<file path="src/verilog/wwd_pkg.sv">
// constants, mode codes and state record of the window watchdog
package wwd_pkg;

  // ****************************************
  // clock and time base
  // ****************************************
  // system clock rate in hertz
  localparam int CLOCK_HZ = 20_000_000;
  // counter width for all window counters
  localparam int CNT_W = 16;
  // activation low time in time-base ticks
  localparam int ACT_TICKS = 8;
  // ignore window in time-base ticks
  localparam int IGNORE_TICKS = 64;
  // open, closed and fault-hold window in ticks
  localparam int WINDOW_TICKS = 32;
  // ticks between two trigger samples
  localparam int SAMPLE_TICKS = 1;

  // ****************************************
  // oscillator supervision
  // ****************************************
  // time without an edge before the time base counts as dead
  localparam longint STUCK_TIME_US = 200;
  // least time rounds up to whole cycles
  localparam int STUCK_CYCLES =
    int'((STUCK_TIME_US * CLOCK_HZ + 64'd999999) / 64'd1000000);
  // fallback sample period while the time base is stopped
  localparam longint FALLBACK_TIME_US = 50;
  // longest time rounds down
  localparam int FALLBACK_CYCLES = int'((FALLBACK_TIME_US * CLOCK_HZ) / 64'd1000000);

  // ****************************************
  // types
  // ****************************************
  // watchdog modes, gray along off-arm-ignore-open-closed
  typedef enum logic [2:0] {
    WWD_OFF = 3'h0,
    WWD_ARM = 3'h1,
    WWD_IGNORE = 3'h3,
    WWD_OPEN = 3'h2,
    WWD_CLOSED = 3'h6
  } wwd_mode_t;

  // complete state of the watchdog
  typedef struct packed {
    logic trigMeta;
    logic trig;
    logic oscMeta;
    logic osc;
    logic oscPrev;
    logic [1:0] railMeta;
    logic [1:0] rail;
    logic [CNT_W-1:0] stuckCnt;
    logic stuckLow;
    logic stuckHigh;
    logic [CNT_W-1:0] smpCnt;
    logic [3:0] hist;
    wwd_mode_t mode;
    logic [CNT_W-1:0] winCnt;
    logic [CNT_W-1:0] faultCnt;
    logic resetOut;
    logic faultOut;
  } wwd_state_t;

endpackage

</file>
<file path="src/verilog/wwd_window_watchdog.sv">
// window watchdog with core reset output and time-base supervision
// Operation
// activate on held-low trigger after reset release
// early trigger release keeps watchdog off
// controller releases trigger in ignore window
// core reset low forces watchdog off
// ignore window disregards all trigger activity
// ignore expiry enters open window, bounded
// valid trigger ends open window immediately
// closed window fixed length, then open again
// trigger sampled once per sample period
// timing derived from capacitor time base
// valid trigger: two high, two low
// trigger belongs to window of last sample
// missed open window pulls fault low
// trigger in closed window pulls fault low
// fault stays high while serviced correctly
// controller triggers inside every open window
// controller never triggers in closed window
// shorted time base faults every second trigger
// open timing pin pulls fault low
// rail fault drives core reset low
// windows are tick counts, restarted per transition
`timescale 1ns/10ps

module wwd_window_watchdog #(
  parameter int ACT_TICKS = wwd_pkg::ACT_TICKS,
  parameter int IGNORE_TICKS = wwd_pkg::IGNORE_TICKS,
  parameter int WINDOW_TICKS = wwd_pkg::WINDOW_TICKS,
  parameter int SAMPLE_TICKS = wwd_pkg::SAMPLE_TICKS,
  parameter int STUCK_CYCLES = wwd_pkg::STUCK_CYCLES,
  parameter int FALLBACK_CYCLES = wwd_pkg::FALLBACK_CYCLES
) (
  // system clock, 20 MHz
  input wire logic clock,
  // asynchronous reset, active high
  input wire logic rst,
  // trigger pin from the supervised controller
  input wire logic triggerInput,
  // level of the capacitor oscillator on the timing pin
  input wire logic timingCapPin,
  // io rail out of window, from its comparator
  input wire logic ioRailFault,
  // core rail feedback out of window
  input wire logic coreRailFault,
  // core reset, low while a rail is out of window
  output logic coreResetOut_n,
  // watchdog fault, low on invalid triggering
  output logic faultOutput_n
);

  // ****************************************
  // elaboration checks
  // ****************************************
  // every count must fit the counters and be at least one, the stuck count at least two
  localparam int CMAX = (1 << wwd_pkg::CNT_W) - 1;
  if (ACT_TICKS < 1 || ACT_TICKS > CMAX) begin : gChkAct
    $error("activation count out of range");
  end
  if (IGNORE_TICKS < 1 || IGNORE_TICKS > CMAX) begin : gChkIgn
    $error("ignore count out of range");
  end
  if (WINDOW_TICKS < 1 || WINDOW_TICKS > CMAX) begin : gChkWin
    $error("window count out of range");
  end
  if (SAMPLE_TICKS < 1 || SAMPLE_TICKS > CMAX) begin : gChkSmp
    $error("sample count out of range");
  end
  if (STUCK_CYCLES < 2 || STUCK_CYCLES > CMAX) begin : gChkStk
    $error("stuck count out of range");
  end
  if (FALLBACK_CYCLES < 1 || FALLBACK_CYCLES > CMAX) begin : gChkFb
    $error("fallback count out of range");
  end

  // ****************************************
  // sized terminal counts
  // ****************************************
  // last value of each counter before it wraps, or for the stuck counter where it holds
  localparam logic [wwd_pkg::CNT_W-1:0] ACT_LAST = wwd_pkg::CNT_W'(ACT_TICKS - 1);
  localparam logic [wwd_pkg::CNT_W-1:0] IGN_LAST = wwd_pkg::CNT_W'(IGNORE_TICKS - 1);
  localparam logic [wwd_pkg::CNT_W-1:0] WIN_LAST = wwd_pkg::CNT_W'(WINDOW_TICKS - 1);
  localparam logic [wwd_pkg::CNT_W-1:0] WIN_LOAD = wwd_pkg::CNT_W'(WINDOW_TICKS);
  localparam logic [wwd_pkg::CNT_W-1:0] SMP_LAST = wwd_pkg::CNT_W'(SAMPLE_TICKS - 1);
  localparam logic [wwd_pkg::CNT_W-1:0] STK_LAST = wwd_pkg::CNT_W'(STUCK_CYCLES - 1);
  localparam logic [wwd_pkg::CNT_W-1:0] FB_LAST = wwd_pkg::CNT_W'(FALLBACK_CYCLES - 1);
  localparam logic [wwd_pkg::CNT_W-1:0] CNT_ONE = wwd_pkg::CNT_W'(1);
  localparam logic [wwd_pkg::CNT_W-1:0] CNT_ZERO = '0;
  // filtered falling edge, oldest sample first
  localparam logic [3:0] EDGE_PATTERN = 4'hC;

  // ****************************************
  // state
  // ****************************************
  // registered state and its next value
  wwd_pkg::wwd_state_t st;
  wwd_pkg::wwd_state_t next_st;

  // ****************************************
  // next-state logic
  // ****************************************
  // single combinational pass over the whole state record
  always_comb begin
    // one time-base edge seen this cycle
    logic tick;
    // step of the sample counter
    logic smpStep;
    // terminal count of the sample counter
    logic [wwd_pkg::CNT_W-1:0] smpLast;
    // a sample is taken this cycle
    logic sampleEv;
    // filtered falling edge completed this cycle
    logic trigValid;
    // step of the fault-hold counter
    logic holdStep;
    // a fault pulse starts this cycle
    logic faultStart;
    next_st = st;
    tick = 1'b0;
    smpStep = 1'b0;
    smpLast = SMP_LAST;
    sampleEv = 1'b0;
    trigValid = 1'b0;
    holdStep = 1'b0;
    faultStart = 1'b0;

    // pins pass two flops before use
    next_st.trigMeta = triggerInput;
    next_st.trig = st.trigMeta;
    next_st.oscMeta = timingCapPin;
    next_st.osc = st.oscMeta;
    next_st.oscPrev = st.osc;
    next_st.railMeta = {ioRailFault, coreRailFault};
    next_st.rail = st.railMeta;

    // rail fault resets core
    next_st.resetOut = ~|st.rail;

    // time-base edge detect
    tick = st.osc & ~st.oscPrev;

    // oscillator supervision: any level change rearms it
    if (st.osc != st.oscPrev) begin
      next_st.stuckCnt = CNT_ZERO;
      next_st.stuckLow = 1'b0;
      next_st.stuckHigh = 1'b0;
    end else if (st.stuckCnt == STK_LAST) begin
      // stuck low means shorted pin, stuck high means open pin
      next_st.stuckLow = ~st.osc;
      next_st.stuckHigh = st.osc;
    end else begin
      next_st.stuckCnt = st.stuckCnt + CNT_ONE;
    end

    // sample strobe
    // a time base stuck low would blind the filter, so fall back to the clock
    if (st.stuckLow) begin
      smpStep = 1'b1;
      smpLast = FB_LAST;
    end else begin
      smpStep = tick;
      smpLast = SMP_LAST;
    end
    if (smpStep) begin
      if (st.smpCnt >= smpLast) begin
        next_st.smpCnt = CNT_ZERO;
        sampleEv = 1'b1;
      end else begin
        next_st.smpCnt = st.smpCnt + CNT_ONE;
      end
    end

    // two-high two-low filter
    if (sampleEv) begin
      next_st.hist = {st.hist[2:0], st.trig};
      trigValid = ({st.hist[2:0], st.trig} == EDGE_PATTERN);
    end

    // fault hold follows whichever sample source is live
    holdStep = st.stuckLow ? sampleEv : tick;

    // mode sequence
    unique case (st.mode)
      // wait for reset release and a low trigger
      wwd_pkg::WWD_OFF: begin
        next_st.winCnt = CNT_ZERO;
        if (st.resetOut && sampleEv && !st.trig) begin
          next_st.mode = wwd_pkg::WWD_ARM;
        end
      end
      // early release drops back to off
      wwd_pkg::WWD_ARM: begin
        if (sampleEv && st.trig) begin
          next_st.mode = wwd_pkg::WWD_OFF;
          next_st.winCnt = CNT_ZERO;
        end else if (tick) begin
          // low held long enough
          if (st.winCnt == ACT_LAST) begin
            next_st.mode = wwd_pkg::WWD_IGNORE;
            next_st.winCnt = CNT_ZERO;
          end else begin
            next_st.winCnt = st.winCnt + CNT_ONE;
          end
        end
      end
      // trigger activity not looked at here
      wwd_pkg::WWD_IGNORE: begin
        if (tick) begin
          // ignore expiry opens window
          if (st.winCnt == IGN_LAST) begin
            next_st.mode = wwd_pkg::WWD_OPEN;
            next_st.winCnt = CNT_ZERO;
          end else begin
            next_st.winCnt = st.winCnt + CNT_ONE;
          end
        end
      end
      // open window waits for a filtered edge
      wwd_pkg::WWD_OPEN: begin
        if (trigValid) begin
          // edge ends open window
          next_st.mode = wwd_pkg::WWD_CLOSED;
          next_st.winCnt = CNT_ZERO;
        end else if (tick) begin
          if (st.winCnt == WIN_LAST) begin
            // missed window faults
            faultStart = 1'b1;
            next_st.winCnt = CNT_ZERO;
          end else begin
            next_st.winCnt = st.winCnt + CNT_ONE;
          end
        end
      end
      // closed window must stay quiet
      wwd_pkg::WWD_CLOSED: begin
        if (trigValid) begin
          // early trigger faults, restarts open
          faultStart = 1'b1;
          next_st.mode = wwd_pkg::WWD_OPEN;
          next_st.winCnt = CNT_ZERO;
        end else if (tick) begin
          // closed window expiry
          if (st.winCnt == WIN_LAST) begin
            next_st.mode = wwd_pkg::WWD_OPEN;
            next_st.winCnt = CNT_ZERO;
          end else begin
            next_st.winCnt = st.winCnt + CNT_ONE;
          end
        end
      end
      // illegal codes recover to off
      default: begin
        next_st.mode = wwd_pkg::WWD_OFF;
        next_st.winCnt = CNT_ZERO;
      end
    endcase

    // fault hold counts window ticks
    if (faultStart) begin
      next_st.faultCnt = WIN_LOAD;
    end else if (holdStep && st.faultCnt != CNT_ZERO) begin
      next_st.faultCnt = st.faultCnt - CNT_ONE;
    end

    // core reset clears mode, window count and fault hold
    if (!st.resetOut) begin
      next_st.mode = wwd_pkg::WWD_OFF;
      next_st.winCnt = CNT_ZERO;
      next_st.faultCnt = CNT_ZERO;
    end

    // fault output level
    next_st.faultOut = ~((next_st.faultCnt != CNT_ZERO) | st.stuckHigh);
  end

  // ****************************************
  // state register
  // ****************************************
  // reset holds the core in reset and the fault line high
  always_ff @(posedge clock or posedge rst) begin
    if (rst) begin
      st <= '0;
      st.mode <= wwd_pkg::WWD_OFF;
      st.trig <= 1'b1;
      st.trigMeta <= 1'b1;
      st.hist <= 4'hF;
      st.faultOut <= 1'b1;
    end else begin
      st <= next_st;
    end
  end

  // ****************************************
  // outputs
  // ****************************************
  // both outputs come straight from flops
  assign coreResetOut_n = st.resetOut;
  assign faultOutput_n = st.faultOut;

endmodule
</file>
<file path="config.mk">
export PLATFORM = sky130hd
export DESIGN_NAME = wwd_window_watchdog
export DESIGN_NICKNAME = d
export VERILOG_FILES = /design/src/verilog/wwd_pkg.sv /design/src/verilog/wwd_window_watchdog.sv
export SDC_FILE = /design/constraint.sdc
export NUM_CORES = 1
export LEC_CHECK = 0
export BUFFER_PORTS_ARGS = -buffer_cell sky130_fd_sc_hd__buf_4
export CAP_MARGIN = 20
export CORE_ASPECT_RATIO = 1.4
export CORE_MARGIN = 8
export CORE_UTILIZATION = 50
export DETAILED_ROUTE_END_ITERATION = 6
export GPL_TIMING_DRIVEN = 0
export PLACE_DENSITY = 0.66
export SYNTH_ARGS = -nofsm -noshare
export SYNTH_HDL_FRONTEND = slang
export SYNTH_SLANG_ARGS = --single-unit
export TNS_END_PERCENT = 50
</file>
<file path="constraint.sdc">
create_clock -name clock -period 4.25 [get_ports clock]
set_clock_uncertainty 0.1 [all_clocks]
set_input_delay 0.2125 -clock clock [delete_from_list [all_inputs] [get_ports clock]]
set_output_delay 0.2125 -clock clock [all_outputs]
set_load 0.02 [all_outputs]
</file>
After elaboration in Yosys (flattened, before gate mapping)
Index checks and enable logic that the tools add are counted.
- bits in registers: 83
- output and inout port bits: 2
- logic and storage cells: 94
- $add $sub $neg: 4
- magnitude comparators: 1
- equality and inequality tests: 20
- mux-type cells: 34
- bitwise gates (word level): 5
- reduce and logical (&&, ||, !) cells: 13
- operators by type and width (kind ; number):
    $mux W16 ; 9
    $mux W19 ; 5
    $pmux W19 S5 ; 1
    $add A16 B1 Y16 const B ; 3
    $mux W35 ; 1
    $reduce_bool A16 Y1 ; 2
    $ne A4 B4 Y1 const B ; 5
    $mux W18 ; 1
    $eq A16 B12 Y1 const B ; 1
    $eq A16 B3 Y1 const B ; 1
    $eq A16 B5 Y1 const B ; 1
    $eq A16 B6 Y1 const B ; 1
    $ge A16 B16 Y1 ; 1
    $sub A16 B1 Y16 const B ; 1
    $mux W3 ; 5
    $ne A3 B3 Y1 const B ; 4
    $mux W10 ; 1
    $mux W1 ; 9
    $reduce_and A8 Y1 ; 1
    $eq A3 B2 Y1 const B ; 2
    $eq A4 B4 Y1 const B ; 1
    $logic_and A1 B1 Y1 ; 4
    $reduce_and A4 Y1 ; 1
    $eq A3 B1 Y1 const B ; 1
    other kinds (12) ; 15

Logic depth before layout (Yosys ltp)
- depth after elaboration: 12
- depth in mapped cells: 11
- mapped depth without buffers: 9

Least setup slack after synthesis
OpenSTA, ideal clock, no wires.
- kind: reg2reg
- start: register st[58] (netlist bit)
- end: register st[36] (netlist bit)
- setup time: 0.084 ns
- data arrival time: 2.875 ns
- required time: 4.066 ns
- slack: 1.191 ns
- cell stages (with the launch flop): 11
- path buffers: 1
- period minus slack after synthesis: 3.059 ns
- path through: dfrtp_1 inv_1 ha_1 nand4bb_4 or4_4 o21a_1 buf_6 a211oi_1 o32a_1 or3b_2 a21boi_0
- cells in the longest elaborated chain, start to end: 8
- ends and longest elaborated chain (element ; RTL line ; source):
    from (decl) ; wwd_window_watchdog.sv:96 ; wwd_pkg::wwd_state_t st;
    from (signal assigned) ; wwd_window_watchdog.sv:289 ; st <= next_st;
    $mux W10 ; wwd_window_watchdog.sv:157 ; if (st.stuckLow) begin
    $ge A16 B16 Y1 ; wwd_window_watchdog.sv:165 ; if (st.smpCnt >= smpLast) begin
    $mux W1 ; wwd_window_watchdog.sv:165 ;
    $mux W1 (*) ; wwd_window_watchdog.sv:164 ; if (smpStep) begin
    $mux W1, or another cell as far along ; wwd_window_watchdog.sv:174 ; if (sampleEv) begin
    $mux W19, or another cell as far along ; wwd_window_watchdog.sv:236 ; if (trigValid) begin
    $pmux W19 S5 / $ne A3 B3 Y1 (equally long branches) ; n/a ;
    $mux W35 / $reduce_and A8 Y1 (equally long branches) ; n/a ;
Every way passes the cells marked *; elsewhere a longest branch is shown, timed or not.
A chain may end at the register's enable or synchronous reset.

Worst setup path in the final report
- start: register st[58] (netlist bit)
- end: register st[24] (netlist bit)
- cells in the longest elaborated chain, start to end: 8
- ends and longest elaborated chain (element ; RTL line ; source):
    $mux W10 ; wwd_window_watchdog.sv:157 ;
    $ge A16 B16 Y1 ; wwd_window_watchdog.sv:165 ;
    $mux W1 ; wwd_window_watchdog.sv:165 ;
    $mux W1 (*) ; wwd_window_watchdog.sv:164 ;
    $mux W1 / $logic_and A1 B1 Y1 (equally long branches) ; wwd_window_watchdog.sv:174, wwd_window_watchdog.sv:193 ;
    $mux W19, or another cell as far along ; wwd_window_watchdog.sv:236 ;
    $pmux W19 S5 ; wwd_window_watchdog.sv:183 ; unique case (st.mode)
    $mux W35 ; wwd_window_watchdog.sv:266 ; if (!st.resetOut) begin
Marks and branches as above.

==> impl_metrics.csv <==
group,metric,value,unit
timing,setup_viol,0,
power_and_ir_drop,p_per_area,600,nW/um^2
timing,period_minus_slack,3.54,ns
logic_synthesis,ys_top_cells_by_area,"dfrtp_1 42%, nor2_1 5.6%, ha_1 4.1%, dfstp_2 3.4%, o21ai_0 3.0%",
route,drt-total-wl,9570,microns
timing,period_share,83.2,%
power_and_ir_drop,power.switching,1.10,mW
logic_synthesis,ys_types,67,
final_layout,layout-drive-gt1-share,11.1,%
logic_synthesis,synth_edf_count,0,
route,drtIter0Drc,136,
critical_path,crit_path_start_kind,"flop",
cts,cts_resized,0,
power_and_ir_drop,pwr-share-clk,30.3,%
cts,h-tree-depth,3,
final_layout,syn_to_final_growth,13.7,%
timing,rsz0062_at_grt,"false",
logic_synthesis,synthArstFlopShare,100,%
global_routing,grt_pass1_wl,16500,microns
critical_path,crit_type,"flop to flop",
logic_synthesis,ys.flop_type,"dfrtp_1",
logic_synthesis,synth_nets,506,
global_routing,antenna_found_initial,0,
logic_synthesis,synth_area_leader_cell,"dfrtp_1",
placement,dpl_cell_area,4810,sq um
critical_path,worst_setup_path_end_kind,"flop",
power_and_ir_drop,ir_worst_vdd,0.000461,V
floorplan,fp.coreArea,8980,sq um
cts,cts_tree,"yes",
floorplan,ioPinCount,8,
power_and_ir_drop,swShare,35.2,%
critical_path,ff2ff_setup_slack,0.71,ns
power_and_ir_drop,combPwrFrac,38.6,%
cts,postCtsSetupBuffers,0,
floorplan,rows,41,
floorplan,die_h,129,microns
critical_path,r2r_start,"st[58]",
cts,cts_made_buffers,9,
timing,tightest_slew,0.892,ns
critical_path,crit_fanout,10,
cts,root_buffer,"clkbuf_16",
logic_synthesis,syn_inst,485,
final_layout,fin_nets,530,
cts,clock_sinks,83,
route,drtAntennaViolNets,0,
logic_synthesis,synth.top_cell.area_share,41.9,%
power_and_ir_drop,p_seq_share,31.1,%
route,wl_per_cell,15.4,microns
global_routing,grt_usage,15.8,%
logic_synthesis,synth_seq_cells,83,
floorplan,die-area,12600,sq um
critical_path,r2r_end,"st[24]",
critical_path,rr_worst_depth,11,
critical_path,crit_arrival,3.66,ns
floorplan,die_x,97.1,microns
timing,tns,0,ns
timing,slew_headroom,40.5,%
power_and_ir_drop,power.internal,2.03,mW
cts,clk_path_buf_depth,2,
run_status,status,"finished, final reports clean",
route,viasPerCell,5.94,
timing,hold_violations,0,
logic_synthesis,yosys_warnings,0,
route,drt_pass1_iterations,4,
final_layout,fin_area,5230,sq um
final_layout,num-fill-cells,746,
cts,path_clk_slew,0.06,ns
logic_synthesis,syn-cell-area,4600,sq um
critical_path,required,4.37,ns
placement,port_buffers,7,
logic_synthesis,synth_area_per_cell,9.48,sq um
floorplan,start_util,51.2,%
hold_path,min_path_type,"input pin to asynchronous set/reset pin",
final_layout,antenna_cells,0,
run,max_cap_violations,0,
timing,max_freq,0.283,GHz
route,drc,0,
global_routing,gr-total-overflow,0,
timing,slew_violations,0,
global_routing,grt_max_degree,75,
global_routing,first_global_vias,3566,
placement,place_hpwl,6660,microns
placement,gp_congestion,0.847,
power_and_ir_drop,leakage,2.27,nW
logic_synthesis,ys_seq_area_share,45.3,%
route,vias,3691,
cts,clk_latency,0.34,ns
## worst max path at each step
stage	slack (ns)	endpoint	from
2_1_floorplan	1.19	st[36]	st[58]
3_5_place_dp	0.73	st[29]	st[58]
6_report	0.71	st[24]	st[58]
3_3_place_gp	0.80	st[25]	st[58]
4_1_cts	0.71	st[29]	st[58]
5_1_grt	0.42	st[13]	st[58]
## power by group through the flow
stage	sequential [mW]	clock (mW)	combinational [mW]
floorplan	0.970	0	0.962
global placement	0.982	0	1.16
detailed placement	0.987	0	1.19
CTS	0.975	0.973	1.21
global route	0.989	1.00	1.35
finish	0.976	0.950	1.21
## repair_timing
action,CTS,global route
setup endpoints to repair,0,0
hold buffers,5,0
endpoints found under the hold margin,65,0
## state kept, by name (all words and copies together) (netlist names)
name / flops
coreResetOut_n: 1
faultOutput_n: 1
next_st: 5
st: 76
## logic make-up (layout without fill, tap and decap cells)
kind of cell,count (synthesis),count (layout),share of synthesized area (%)
xor+xnor,29,29,5.52
simple gates,223,223,25.6
mux,6,6,1.41
compound gates,97,97,14.9
flops,83,83,45.3
fa+ha+maj,15,15,4.08
buf+inv,32,61,3.10
## placed cells by master, fill, tap and decap left out, types with 5 or more instances in the layout
cell type | netlist | routed
buf_4 | 1 | 8
xnor2_1 | 16 | 16
dlygate4sd3_1 | 0 | 5
nor3_1 | 19 | 19
nor2_1 | 69 | 69
nor4_1 | 15 | 15
clkbuf_16 | 0 | 9
o21ai_0 | 28 | 28
a21oi_1 | 14 | 14
inv_1 | 19 | 18
xor2_1 | 13 | 13
clkbuf_1 | 5 | 6
ha_1 | 15 | 15
dfrtp_1 | 77 | 77
a22o_1 | 10 | 10
nand2_1 | 34 | 34
nand3_1 | 13 | 13
and3_1 | 6 | 6
or3_1 | 10 | 10
nand2b_1 | 9 | 9
dfstp_2 | 6 | 6
o21a_1 | 5 | 5
a31oi_1 | 7 | 7
nor2b_1 | 8 | 8
nand4_1 | 12 | 12
## worst max-delay path, cell delays in order, from the launching register on
cell	delay, ns
dfrtp_1	0.41
inv_1	0.18
ha_1	0.38
nand4bb_4	0.14
or4_4	0.52
o21a_1	0.20
buf_6	0.14
a211oi_1	0.42
o32a_1	0.36
clkbuf_2	0.25
o21ai_0	0.13
a22o_1	0.20
## layer usage
| layer | up-vias | track usage, % | wire [microns] |
|---|---|---|---|
| li1 | 1822 | - | - |
| met5 | - | 0 | 0 |
| met3 | 18 | 3.14 | 250 |
| met2 | 41 | 27.8 | 4890 |
| met1 | 1810 | 17.9 | 4230 |
| met4 | 0 | 7.54 | 195 |
## stage by stage
step	total power [mW]	instances	hold WS, ns	setup WS, ns	util [%]
2_1_floorplan	1.93	485	0.117	1.19	-
3_3_place_gp	2.14	599	0.221	0.797	53.3
3_5_place_dp	2.18	600	0.0375	0.733	53.6
4_1_cts	3.16	621	0.234	0.709	58.3
5_1_grt	3.34	621	0.244	0.416	58.3
6_report	3.14	621	0.239	0.712	58.3
## area by class of cell
type,count,area [sq um],share of cell area (%)
Multi-Input combinational cell,370,2370,45.3
Buffer,13,71.3,1.36
Inverter,19,73.8,1.41
Tap cell,107,134,2.56
Timing Repair Buffer,13,130,2.49
Clock buffer,10,229,4.38
Sequential cell,83,2080,39.9
Clock inverter,6,136,2.61
## synth_stat cells (6+ instances only)
cell type,number
nand4_1,12
nor3_1,19
nand2b_1,9
nand3_1,13
a21oi_1,14
o21ai_0,28
xor2_1,13
xnor2_1,16
dfrtp_1,77
and3_1,6
nor2b_1,8
ha_1,15
inv_1,19
a22o_1,10
a31oi_1,7
nand2_1,34
nor2_1,69
dfstp_2,6
nor4_1,15
or3_1,10
(Power assumes the default switching activity.)
